$ cat config.mk
export PLATFORM = sky130hd
export DESIGN_NAME = gddr_dev_core
export DESIGN_NICKNAME = d
export VERILOG_FILES = /design/src/pkg/gddr_pkg.sv /design/src/pkg/stream_if.sv /design/src/logic/gddr_dev_core.sv /design/src/logic/write_fifo.sv
export SDC_FILE = /design/constraint.sdc
export NUM_CORES = 1
export LEC_CHECK = 0
export BUFFER_PORTS_ARGS = -buffer_cell sky130_fd_sc_hd__buf_2
export CAP_MARGIN = 20
export CORE_MARGIN = 1.5
export CORE_UTILIZATION = 53
export DETAILED_ROUTE_END_ITERATION = 7
export GPL_TIMING_DRIVEN = 1
export PLACE_DENSITY = 0.71
export SYNTH_ARGS = -nofsm -noshare
export SYNTH_HDL_FRONTEND = slang
export SYNTH_SLANG_ARGS = --single-unit
$ cat constraint.sdc
create_clock -name i_core_clk -period 4.9 [get_ports i_core_clk]
set_clock_uncertainty 0.1 [all_clocks]
set_input_delay 0.98 -clock i_core_clk [delete_from_list [all_inputs] [get_ports i_core_clk]]
set_output_delay 0.98 -clock i_core_clk [all_outputs]
set_load 0.005 [all_outputs]
$ cat src/pkg/gddr_pkg.sv
// shared constants, command codes and state types of the dram device core
package gddr_pkg;
  // widths and depths
  localparam int DQ_W = 32;
  localparam int BANK_W = 3;
  localparam int NUM_BANKS = 8;
  localparam int BURST_LEN = 4;
  localparam int LAT_W = 4;
  localparam int WL_MAX = 16;
  localparam int FIFO_DEPTH = 4;
  // positions of the link pins in the sampled vector
  localparam int PIN_CK = 0;
  localparam int PIN_CKE = 1;
  localparam int PIN_CS_N = 2;
  localparam int PIN_RAS_N = 3;
  localparam int PIN_CAS_N = 4;
  localparam int PIN_WE_N = 5;
  localparam int PIN_SCOPE = 6;
  localparam int PIN_BANK_LO = 7;
  localparam int PIN_WSTROBE = 10;
  localparam int PIN_DQ_LO = 11;
  localparam int PIN_W = PIN_DQ_LO + DQ_W;
  // command codes {cs_n, ras_n, cas_n, we_n}
  localparam logic [3:0] CMD_NOP = 4'h7;
  localparam logic [3:0] CMD_ACT = 4'h3;
  localparam logic [3:0] CMD_READ = 4'h5;
  localparam logic [3:0] CMD_WRITE = 4'h4;
  localparam logic [3:0] CMD_PRE = 4'h2;
  // read strobe sequencer
  typedef enum logic [2:0] {
    RS_IDLE = 3'h1,
    RS_WAIT = 3'h2,
    RS_DRIVE = 3'h4
  } rs_state_e;
endpackage : gddr_pkg

$ cat src/pkg/stream_if.sv
// valid/ready word stream between the core and its write buffer
`timescale 1ns/1ps
`default_nettype none
interface stream_if #(
  parameter int W = 32
);
  logic valid;
  logic ready;
  logic [W-1:0] data;
  modport src (output valid, output data, input ready);
  modport snk (input valid, input data, output ready);
endinterface : stream_if
`default_nettype wire
$ cat src/logic/gddr_dev_core.sv
// device-side command, write capture, bank, power-down and read strobe logic
`timescale 1ns/1ps
`default_nettype none
module gddr_dev_core import gddr_pkg::*; (
  // clock and reset
  input wire logic i_core_clk,
  input wire logic i_sys_rst,
  // link pins from the controller
  input wire logic i_link_ck,
  input wire logic i_cke,
  input wire logic i_cs_n,
  input wire logic i_ras_n,
  input wire logic i_cas_n,
  input wire logic i_we_n,
  input wire logic i_precharge_scope_bit,
  input wire logic [BANK_W-1:0] i_bank_select,
  input wire logic i_write_strobe,
  input wire logic [DQ_W-1:0] i_dq,
  // link pins toward the controller
  output logic o_read_strobe,
  output logic o_read_strobe_oe,
  output logic o_dq_oe,
  // configuration
  input wire logic [LAT_W-1:0] i_write_latency,
  input wire logic [LAT_W-1:0] i_read_latency,
  // captured write data
  output logic o_wr_valid,
  input wire logic i_wr_ready,
  output logic [DQ_W-1:0] o_wr_data,
  // status
  output logic [NUM_BANKS-1:0] o_open_banks,
  output logic o_powerdown,
  output logic o_active_powerdown,
  output logic o_write_overrun
);
  logic [PIN_W-1:0] pins;
  logic [PIN_W-1:0] s1_q, s2_q, s3_q, f_q;
  logic [PIN_W-1:0] agree;
  logic ck_rise, ck_fall, ws_rise, ws_edge;
  logic [3:0] cmd;
  logic is_nop, cmd_ok, do_act, do_read, do_write, do_pre;
  logic [BANK_W-1:0] bank;
  logic pd_q;
  logic [NUM_BANKS-1:0] open_q;
  logic [BANK_W+1:0] wpipe_q [WL_MAX];
  logic [BANK_W+1:0] tap;
  logic [LAT_W-1:0] wl_idx;
  logic [LAT_W-1:0] rem_q;
  logic [1:0] idx_q;
  logic take, last_take;
  logic [BANK_W:0] head_q, next_q;
  logic push_q;
  logic [DQ_W-1:0] data_q;
  rs_state_e rs_q;
  logic [LAT_W-1:0] rs_cnt_q;
  logic [1:0] rs_tog_q;
  logic rs_out_q;
  stream_if #(.W(DQ_W)) wr_s ();

  assign pins = {i_dq, i_write_strobe, i_bank_select, i_precharge_scope_bit,
                 i_we_n, i_cas_n, i_ras_n, i_cs_n, i_cke, i_link_ck};

  // three-stage sampling; left without reset so the pins flow through during reset
  always_ff @(posedge i_core_clk) begin
    s1_q <= pins;
    s2_q <= s1_q;
    s3_q <= s2_q;
  end

  // per-pin filter: hold the last agreed level
  for (genvar g = 0; g < PIN_W; g++) begin : g_filt
    assign agree[g] = (s2_q[g] == s3_q[g]);
    always_ff @(posedge i_core_clk) begin
      if (i_sys_rst) f_q[g] <= s3_q[g]; // track idle levels, so no false edge after reset
      else if (agree[g]) f_q[g] <= s3_q[g];
    end
  end

  // edges of the sampled link clock and write strobe
  assign ck_rise = agree[PIN_CK] & s3_q[PIN_CK] & ~f_q[PIN_CK];
  assign ck_fall = agree[PIN_CK] & ~s3_q[PIN_CK] & f_q[PIN_CK];
  assign ws_edge = agree[PIN_WSTROBE] & (s3_q[PIN_WSTROBE] != f_q[PIN_WSTROBE]);
  assign ws_rise = ws_edge & s3_q[PIN_WSTROBE];

  // command decode, registered on a link clock rise
  assign cmd = {f_q[PIN_CS_N], f_q[PIN_RAS_N], f_q[PIN_CAS_N], f_q[PIN_WE_N]};
  assign bank = f_q[PIN_BANK_LO +: BANK_W];
  assign is_nop = f_q[PIN_CS_N] | (cmd == CMD_NOP);
  assign cmd_ok = ck_rise & ~pd_q & f_q[PIN_CKE]; // inputs are dead while powered down
  assign do_act = cmd_ok & (cmd == CMD_ACT);
  assign do_read = cmd_ok & (cmd == CMD_READ);
  assign do_write = cmd_ok & (cmd == CMD_WRITE);
  assign do_pre = cmd_ok & (cmd == CMD_PRE);

  // power-down entry on low clock enable, exit on high with nop or deselect
  always_ff @(posedge i_core_clk) begin
    if (i_sys_rst) begin
      pd_q <= 1'b0;
    end else if (ck_rise) begin
      if (!pd_q && !f_q[PIN_CKE]) pd_q <= 1'b1;
      else if (pd_q && f_q[PIN_CKE] && is_nop) pd_q <= 1'b0;
    end
  end

  // write latency pipeline of {valid, autoprecharge, bank}, shifted per link cycle
  always_ff @(posedge i_core_clk) begin
    if (i_sys_rst) begin
      for (int i = 0; i < WL_MAX; i++) wpipe_q[i] <= '0;
    end else if (ck_rise) begin
      wpipe_q[0] <= {do_write, f_q[PIN_SCOPE], bank};
      for (int i = 1; i < WL_MAX; i++) wpipe_q[i] <= wpipe_q[i-1];
    end
  end

  // a latency of zero is not supported and acts as one
  assign wl_idx = (i_write_latency == '0) ? '0 : i_write_latency - 1'b1;
  assign tap = ck_rise ? wpipe_q[wl_idx] : '0;

  // burst capture: first word only on a strobe rise, then every strobe edge
  assign take = (rem_q != '0) & ws_edge & (ws_rise | (idx_q != '0));
  assign last_take = take & (idx_q == 2'(BURST_LEN - 1));

  always_ff @(posedge i_core_clk) begin
    if (i_sys_rst) begin
      rem_q <= '0;
      idx_q <= '0;
    end else begin
      rem_q <= rem_q + (tap[BANK_W+1] ? LAT_W'(BURST_LEN) : '0) - LAT_W'(take);
      if (take) idx_q <= idx_q + 1'b1;
    end
  end

  // bursts in flight: at most one current and one queued behind it
  always_ff @(posedge i_core_clk) begin
    if (i_sys_rst) begin
      head_q <= '0;
      next_q <= '0;
    end else if (tap[BANK_W+1]) begin
      if (rem_q == '0 || (last_take && rem_q == LAT_W'(1))) head_q <= tap[BANK_W:0];
      else next_q <= tap[BANK_W:0];
    end else if (last_take) begin
      head_q <= next_q;
    end
  end

  // captured words go to the buffer; a full buffer drops and flags the word
  always_ff @(posedge i_core_clk) begin
    if (i_sys_rst) begin
      push_q <= 1'b0;
      data_q <= '0;
      o_write_overrun <= 1'b0;
    end else begin
      push_q <= take;
      if (take) data_q <= s3_q[PIN_DQ_LO +: DQ_W];
      if (push_q && !wr_s.ready) o_write_overrun <= 1'b1;
    end
  end

  assign wr_s.valid = push_q;
  assign wr_s.data = data_q;

  write_fifo #(.W(DQ_W), .DEPTH(FIFO_DEPTH)) u_fifo (
    .i_core_clk(i_core_clk),
    .i_sys_rst(i_sys_rst),
    .fill(wr_s),
    .o_valid(o_wr_valid),
    .i_ready(i_wr_ready),
    .o_data(o_wr_data)
  );

  // per-bank open row: activate opens, precharge or autoprecharge closes
  for (genvar b = 0; b < NUM_BANKS; b++) begin : g_bank
    always_ff @(posedge i_core_clk) begin
      if (i_sys_rst) begin
        open_q[b] <= 1'b0;
      end else if (do_act && bank == BANK_W'(b)) begin
        open_q[b] <= 1'b1;
      end else if (do_pre && (f_q[PIN_SCOPE] || bank == BANK_W'(b))) begin
        open_q[b] <= 1'b0;
      end else if (last_take && head_q[BANK_W] && head_q[BANK_W-1:0] == BANK_W'(b)) begin
        open_q[b] <= 1'b0;
      end
    end
  end

  // read strobe: high from the latency rise, falling on the next clock fall
  always_ff @(posedge i_core_clk) begin
    if (i_sys_rst) begin
      rs_q <= RS_IDLE;
      rs_cnt_q <= '0;
      rs_tog_q <= '0;
      rs_out_q <= 1'b0;
    end else begin
      case (rs_q)
        RS_IDLE: begin
          if (do_read) begin
            rs_cnt_q <= i_read_latency;
            rs_q <= RS_WAIT;
          end
        end
        RS_WAIT: begin
          if (ck_rise) begin
            if (rs_cnt_q <= LAT_W'(1)) begin
              rs_out_q <= 1'b1;
              rs_tog_q <= '0;
              rs_q <= RS_DRIVE;
            end else begin
              rs_cnt_q <= rs_cnt_q - 1'b1;
            end
          end
        end
        RS_DRIVE: begin
          if (ck_rise || ck_fall) begin
            rs_out_q <= ~rs_out_q;
            rs_tog_q <= rs_tog_q + 1'b1;
            if (rs_tog_q == 2'(BURST_LEN - 1)) begin
              rs_out_q <= 1'b0;
              rs_q <= RS_IDLE;
            end
          end
        end
        default: rs_q <= RS_IDLE;
      endcase
    end
  end

  // outputs; the device never drives data on writes or after a burst
  assign o_read_strobe = rs_out_q;
  assign o_read_strobe_oe = (rs_q == RS_DRIVE);
  assign o_dq_oe = 1'b0;
  assign o_open_banks = open_q;
  assign o_powerdown = pd_q;
  assign o_active_powerdown = pd_q & (|open_q);
endmodule : gddr_dev_core
`default_nettype wire

$ cat src/logic/write_fifo.sv
// small synchronous fifo for captured write data
`timescale 1ns/1ps
`default_nettype none
module write_fifo import gddr_pkg::*; #(
  parameter int W = DQ_W,
  parameter int DEPTH = FIFO_DEPTH
) (
  // clock and reset
  input wire logic i_core_clk,
  input wire logic i_sys_rst,
  // filling side
  stream_if.snk fill,
  // draining side
  output logic o_valid,
  input wire logic i_ready,
  output logic [W-1:0] o_data
);
  localparam int AW = $clog2(DEPTH);
  logic [W-1:0] mem_q [DEPTH];
  logic [AW-1:0] wr_ptr_q;
  logic [AW-1:0] rd_ptr_q;
  logic [AW:0] count_q;
  logic push;
  logic pop;

  // honest full and empty from the fill count
  assign fill.ready = (count_q != (AW+1)'(DEPTH));
  assign o_valid = (count_q != '0);
  assign o_data = mem_q[rd_ptr_q];
  assign push = fill.valid & fill.ready;
  assign pop = o_valid & i_ready;

  // storage array, written only on push
  always_ff @(posedge i_core_clk) begin
    if (push) begin
      mem_q[wr_ptr_q] <= fill.data;
    end
  end

  // pointers wrap at the power-of-two depth
  always_ff @(posedge i_core_clk) begin
    if (i_sys_rst) begin
      wr_ptr_q <= '0;
      rd_ptr_q <= '0;
      count_q <= '0;
    end else begin
      if (push) wr_ptr_q <= wr_ptr_q + 1'b1;
      if (pop) rd_ptr_q <= rd_ptr_q + 1'b1;
      count_q <= count_q + (AW+1)'(push) - (AW+1)'(pop);
    end
  end
endmodule : write_fifo
`default_nettype wire

Yosys cells after proc, flatten, opt, wreduce, memory -nomap -nowiden
Memory sizes are Yosys's and may differ from the RTL's. A register that Yosys moved wholly into a read port is not among the register bits.
Cells that the tools add are included.
Storage, ports and cells
  memories kept: 2
  bits in read-only memories: 0
  register bits after elaboration: 214
  memory bits (writable): 208
  latch bits: 0
  input port bits: 54
Cells by class
  shifts and indexed selects: 0
  mux-type cells: 98
  equal/unequal tests: 45
  multipliers: 0
  divide/modulo/power cells: 0
  reduce and logical (&&, ||, !) cells: 80
  magnitude comparators: 1
  bitwise gates (word level): 41
  add/subtract/negate cells: 10
Memories
  u_fifo.mem_q: words 4, width 32, rd ports 1, clocked after memory_dff 1, write ports 1, line write_fifo.sv:19  | logic [W-1:0] mem_q [DEPTH];
  wpipe_q: words 16, width 5, rd ports 16, clocked after memory_dff 0, write ports 16, line gddr_dev_core.sv:45  | logic [BANK_W+1:0] wpipe_q [WL_MAX];
Operator list (number)
  5-bit 2-to-1 mux: 17
  1-bit 2-to-1 mux: 59
  2-bit nonzero test: 16
  1-bit logical AND: 30
  4-bit 2-to-1 mux: 7
  3-bit == test (second input constant): 9
  3-bit nonzero test: 9
  1-bit AND: 18
  3-bit 2-to-1 mux: 6
  1-bit bitwise OR: 18
  3-bit by 2-bit == test with 1-bit output (second input constant): 5
  4-bit by 3-bit == test with 1-bit output (second input constant): 3
  1-bit == test: 11
  1-bit logical OR: 10
  2-bit 2-to-1 mux: 5
  3-bit by 1-bit == test with 1-bit output (second input constant): 3
  3-bit case mux with 3 select lines: 1
  2-bit by 1-bit adder with 2-bit output (second input constant): 4
  4-bit by 2-bit == test with 1-bit output (second input constant): 2
  4-bit zero test: 2
  2-bit inequality test (second input constant): 4
  4-bit case mux with 2 select lines: 1
  4-bit AND reduction: 2
  8-bit OR reduction: 1
  other kinds (19): 32

Longest topological paths before layout
  word-level depth: 11
  gate-level depth with buffers: 16
  mapped depth without buffers: 14

Cells and area by module
A second synthesis with hierarchy kept.
Unflattened totals
  cell total of the unflattened synthesis: 1070
  area total of the unflattened synthesis: 15158.3 µm²
By module, submodules not included
  gddr_dev_core: instances 1, area an instance 10030.9 µm², cells each 854, sequential area each 6656.4 µm²
  write_fifo: instances 1, area an instance 5127.4 µm², cells each 216, sequential area each 4023.9 µm²

Worst setup path after synthesis
No wires, ideal clock.
  kind: input-to-reg
  start point: input i_write_latency[0]
  end point: register rem_q[3]
  arrival time: 3.790 ns
  required time: 4.672 ns
  setup slack: 0.883 ns
  cell stages on the path: 13
  library setup time: 0.128 ns
  cell sequence: inv_2 -> ha_1 -> or3b_1 -> buf_6 -> o2bb2ai_2 -> a2111oi_2 -> or3_4 -> nand2_1 -> ha_1 -> fa_1 -> xnor2_1 -> xnor2_1 -> nor2_1
On the way
  longest elaborated chain between the ends: 7
Ends and longest elaborated chain
  start, declared: line gddr_dev_core.sv:24  | input wire logic [LAT_W-1:0] i_write_latency,
  4-bit by 1-bit subtractor with 4-bit output or 4-bit zero test (tied branches): line gddr_dev_core.sv:116  | assign wl_idx = (i_write_latency == '0) ? '0 : i_write_latency - 1'b1;
  4-bit 2-to-1 mux (*): line gddr_dev_core.sv:116
  memory read 16 x 5 bit (*)
  5-bit 2-to-1 mux (*): line gddr_dev_core.sv:117  | assign tap = ck_rise ? wpipe_q[wl_idx] : '0;
  3-bit 2-to-1 mux (*): line gddr_dev_core.sv:128  | rem_q <= rem_q + (tap[BANK_W+1] ? LAT_W'(BURST_LEN) : '0) - LAT_W'(take);
  4-bit by 3-bit adder with 4-bit output (*): line gddr_dev_core.sv:128
  4-bit by 1-bit subtractor with 4-bit output (*): line gddr_dev_core.sv:128
  end signal, assigned: line gddr_dev_core.sv:128
  end, declared: line gddr_dev_core.sv:48  | logic [LAT_W-1:0] rem_q;
Mark *: on every way between the ends. The rest lies on a longest branch, timed or not.
A chain may end at the register's enable or synchronous reset.

Worst setup path in the final report
Same ends and word-level chain as after synthesis.

==> results_dict.tcl <==
set metrics [dict create \
    regArea_sq_um 10680 \
    io_pins 101 \
    final_hold_viol_count 0 \
    min_path_type "reg2reg" \
    gp_congestion 0.8669 \
    drc 0 \
    ctsLongestPathBuffers 3 \
    htreeDepth 2 \
    synth_edf_count 219 \
    ir_worst_vdd_v 0.0003576 \
    r2r_start "s3_q[0]" \
    port_buffers 99 \
    cts_tree "done" \
    hold_buffers 0 \
    cp-start-kind "input port" \
    cts_inserted_buffers 43 \
    n_fill_cell 2126 \
    diodes 0 \
    gr-usage-met1 0.2613 \
    grt_pass1_wl_um 42630 \
    async_flop_share 0 \
    initial_core_util 0.5394 \
    synth.most_common_cell "edfxtp_1" \
    synth_warnings 0 \
    max_cap_viol_count 0 \
    synth-main-ff-cell "edfxtp_1" \
    post_cts_resized 0 \
    finalWorstSetupSlack_ns 0.8820 \
    synthCells 1063 \
    hold_depth 0 \
    crit_path_end_kind "flip-flop" \
    worstMarginPinSlew_ns 0.9588 \
    drive_gt1_frac 0.1973 \
    hold_end "s2_q[40]" \
    p_leak_nw 6.606 \
    path_clk_slew_ns 0.06 \
    ys_seq_area_frac 0.7107 \
    drt_wl_total_um 26880 \
    grtUsageMet3 0.03428 \
    via_count 8441 \
    overflow 0 \
    synth_cell_types 70 \
    rows 61 \
    synth_area_leaders "edfxtp_1, dfxtp_1, mux4_2, nand2_1, and3_1" \
    die_x_um 171.4 \
    antenna_found_initial 0 \
    r2r_setup_slack_ns 1.65 \
    synth_seq_cells 424 \
    synth_commonest_cells "edfxtp_1, dfxtp_1, nand2_1" \
    setup-violations-final 0 \
    period_needed_ns 4.018 \
    reg2reg_depth 11 \
    wl_per_cell_um 17.03 \
    insertion_delay_ns 0.53 \
    post_cts_buffers 0 \
    crit_path_max_fanout 11 \
    hold_ws_ns 0.2195 \
    met2_usage 0.3029 \
    cp.required_ns 5.19 \
    critPathKind "in2reg" \
    drt-pass1-iter-count 5 \
    rsz0062_at_grt "false" \
    reg2reg_to "rem_q[3]" \
    powerDensity_nw_per_um2 473.3 \
    grt_start_max_net_pins 72 \
    vias_per_cell 5.346 \
    grt.busiest_layer "met2" \
    root_buffer "clkbuf_16" \
    dp_slack_ns 0.3638 \
    grt_pass1_vias 8021 \
    coreArea_sq_um 27860 \
    slew_violations 0 \
    maxSlewHeadroom 0.3585 \
    avgSynthCellArea_sq_um 14.14 \
    fp.dieH_um 171.4 \
    hpwl_um 15820 \
    syn_nets 1137 \
    dieArea_sq_um 29370 \
    cp.arrival_ns 4.31 \
    nets 1243 \
    min_from "s1_q[40]" \
    synth_top_area_cell "edfxtp_1" \
    status "finished clean" \
    max_freq_mhz 248.9 \
    antenna_left 0 \
    synthToLayoutAreaGrowth_pct 15.12 \
    synth_top_area_frac 0.4376 \
    fin_crit_sh 0.8200 \
    cts_sinks 424 \
    netlist_area_sq_um 15030 \
    tns_ns 0 \
    drtIter0Drc 686 \
    grtUsageTotal 0.1874 \
    multi_input_area_sq_um 4033 \
]
## critical path, stage by stage
cell,delay [ns]
buf_2,0.11
inv_2,0.19
ha_1,0.23
or3b_1,0.53
nand3_2,0.20
o22ai_1,0.13
o31ai_2,0.48
nand2_1,0.30
ha_1,0.37
fa_1,0.41
xnor2_1,0.19
xnor2_1,0.14
nor2_1,0.05
## layer usage
metal,up-vias,part of all wire
met4,0,0.021
met2,201,0.47
met1,4124,0.46
met5,-,0
met3,48,0.048
li1,4068,-
## cell type report
| type | count | area share |
|---|---|---|
| well taps | 378 | 0.02734 |
| flip-flops and latches | 424 | 0.6175 |
| repair buffers | 115 | 0.03645 |
| clock buffers | 63 | 0.07247 |
| clock inverters | 14 | 0.007884 |
| multi-input cells | 561 | 0.2331 |
| inverters | 24 | 0.005208 |
## sequential cells by signal, indices dropped and copies added (netlist names), named ones only
name / cells
data_q: 32
s2_q: 43
u_fifo.rd_ptr_q: 2
rs_tog_q: 2
push_q: 1
u_fifo.wr_ptr_q: 2
head_q: 4
next_q: 4
wpipe_q: 80
u_fifo.mem_q: 128
s3_q: 43
o_read_strobe: 1
bank: 3
o_write_overrun: 1
o_open_banks: 8
rem_q: 4
s1_q: 43
rs_q: 3
cmd: 4
o_powerdown: 1
u_fifo.count_q: 3
idx_q: 2
f_q: 4
rs_cnt_q: 4
## stage by stage
stage,power (mW),instances,instance area [sq um],utilization
floorplan,4.822,1063,15030,-
finish,8.187,1579,17300,0.6210
detailed placement,5.140,1502,15910,0.5711
CTS,8.283,1579,17300,0.6210
global placement,5.116,1502,15910,0.5711
global route,8.534,1579,17300,0.6210
## cell usage in the layout (no fill, tap or decap), drive strengths merged, types with 3 or more instances in the layout
cell,Yosys,routed
ha,18,18
clkbuf,36,63
and3,49,49
mux2i,26,26
a32oi,4,4
o2111ai,3,3
nor3,14,14
a21o,6,6
a221oi,8,8
nand2b,16,16
a21oi,59,59
nor4,3,3
a2111oi,3,3
a211o,3,3
o21ai,25,25
nand2,115,115
a22oi,3,3
o22ai,5,5
inv,24,25
mux4,33,33
o211ai,3,3
and2,9,9
nor2b,35,35
xnor2,6,6
xor2,12,12
or3,6,6
mux2,4,4
edfxtp,219,219
dfxtp,205,205
clkinv,0,11
o221ai,6,6
a31oi,4,4
buf,18,115
nand3,7,7
nor2,46,46
## cells by family (layout without fill, tap and decap cells)
| kind of cell | count (synthesis) | after routing | share of synthesized area |
|---|---|---|---|
| buf+inv | 78 | 216 | 0.02157 |
| other cells | 1 | 1 | 0.0002496 |
| fa+ha+maj | 20 | 20 | 0.01765 |
| flops | 424 | 424 | 0.7107 |
| simple gates | 310 | 310 | 0.1019 |
| mux | 63 | 63 | 0.06977 |
| compound gates | 149 | 149 | 0.06761 |
| xor+xnor | 18 | 18 | 0.01049 |
## how the worst max path moves through the flow
| stage | startpoint | end | cells after the start | slack, ns |
|---|---|---|---|---|
| after floorplan | i_write_latency[0] | rem_q[3] | 13 | 0.88 |
| after global placement | i_write_latency[0] | rem_q[3] | 13 | 0.44 |
| after detailed placement | i_write_latency[0] | rem_q[3] | 12 | 0.36 |
| after CTS | i_write_latency[0] | rem_q[3] | 13 | 0.92 |
| after global routing | i_write_latency[0] | rem_q[3] | 13 | 0.65 |
| final | i_write_latency[0] | rem_q[3] | 13 | 0.88 |
## where the power goes
group          internal [mW]  switching [mW]  leakage (nW)
Combinational          0.470           0.483          2.09
Sequential              3.94           0.159          3.84
Clock                   1.84            1.30         0.682
Note: power is estimated with default switching activity, not from simulation.
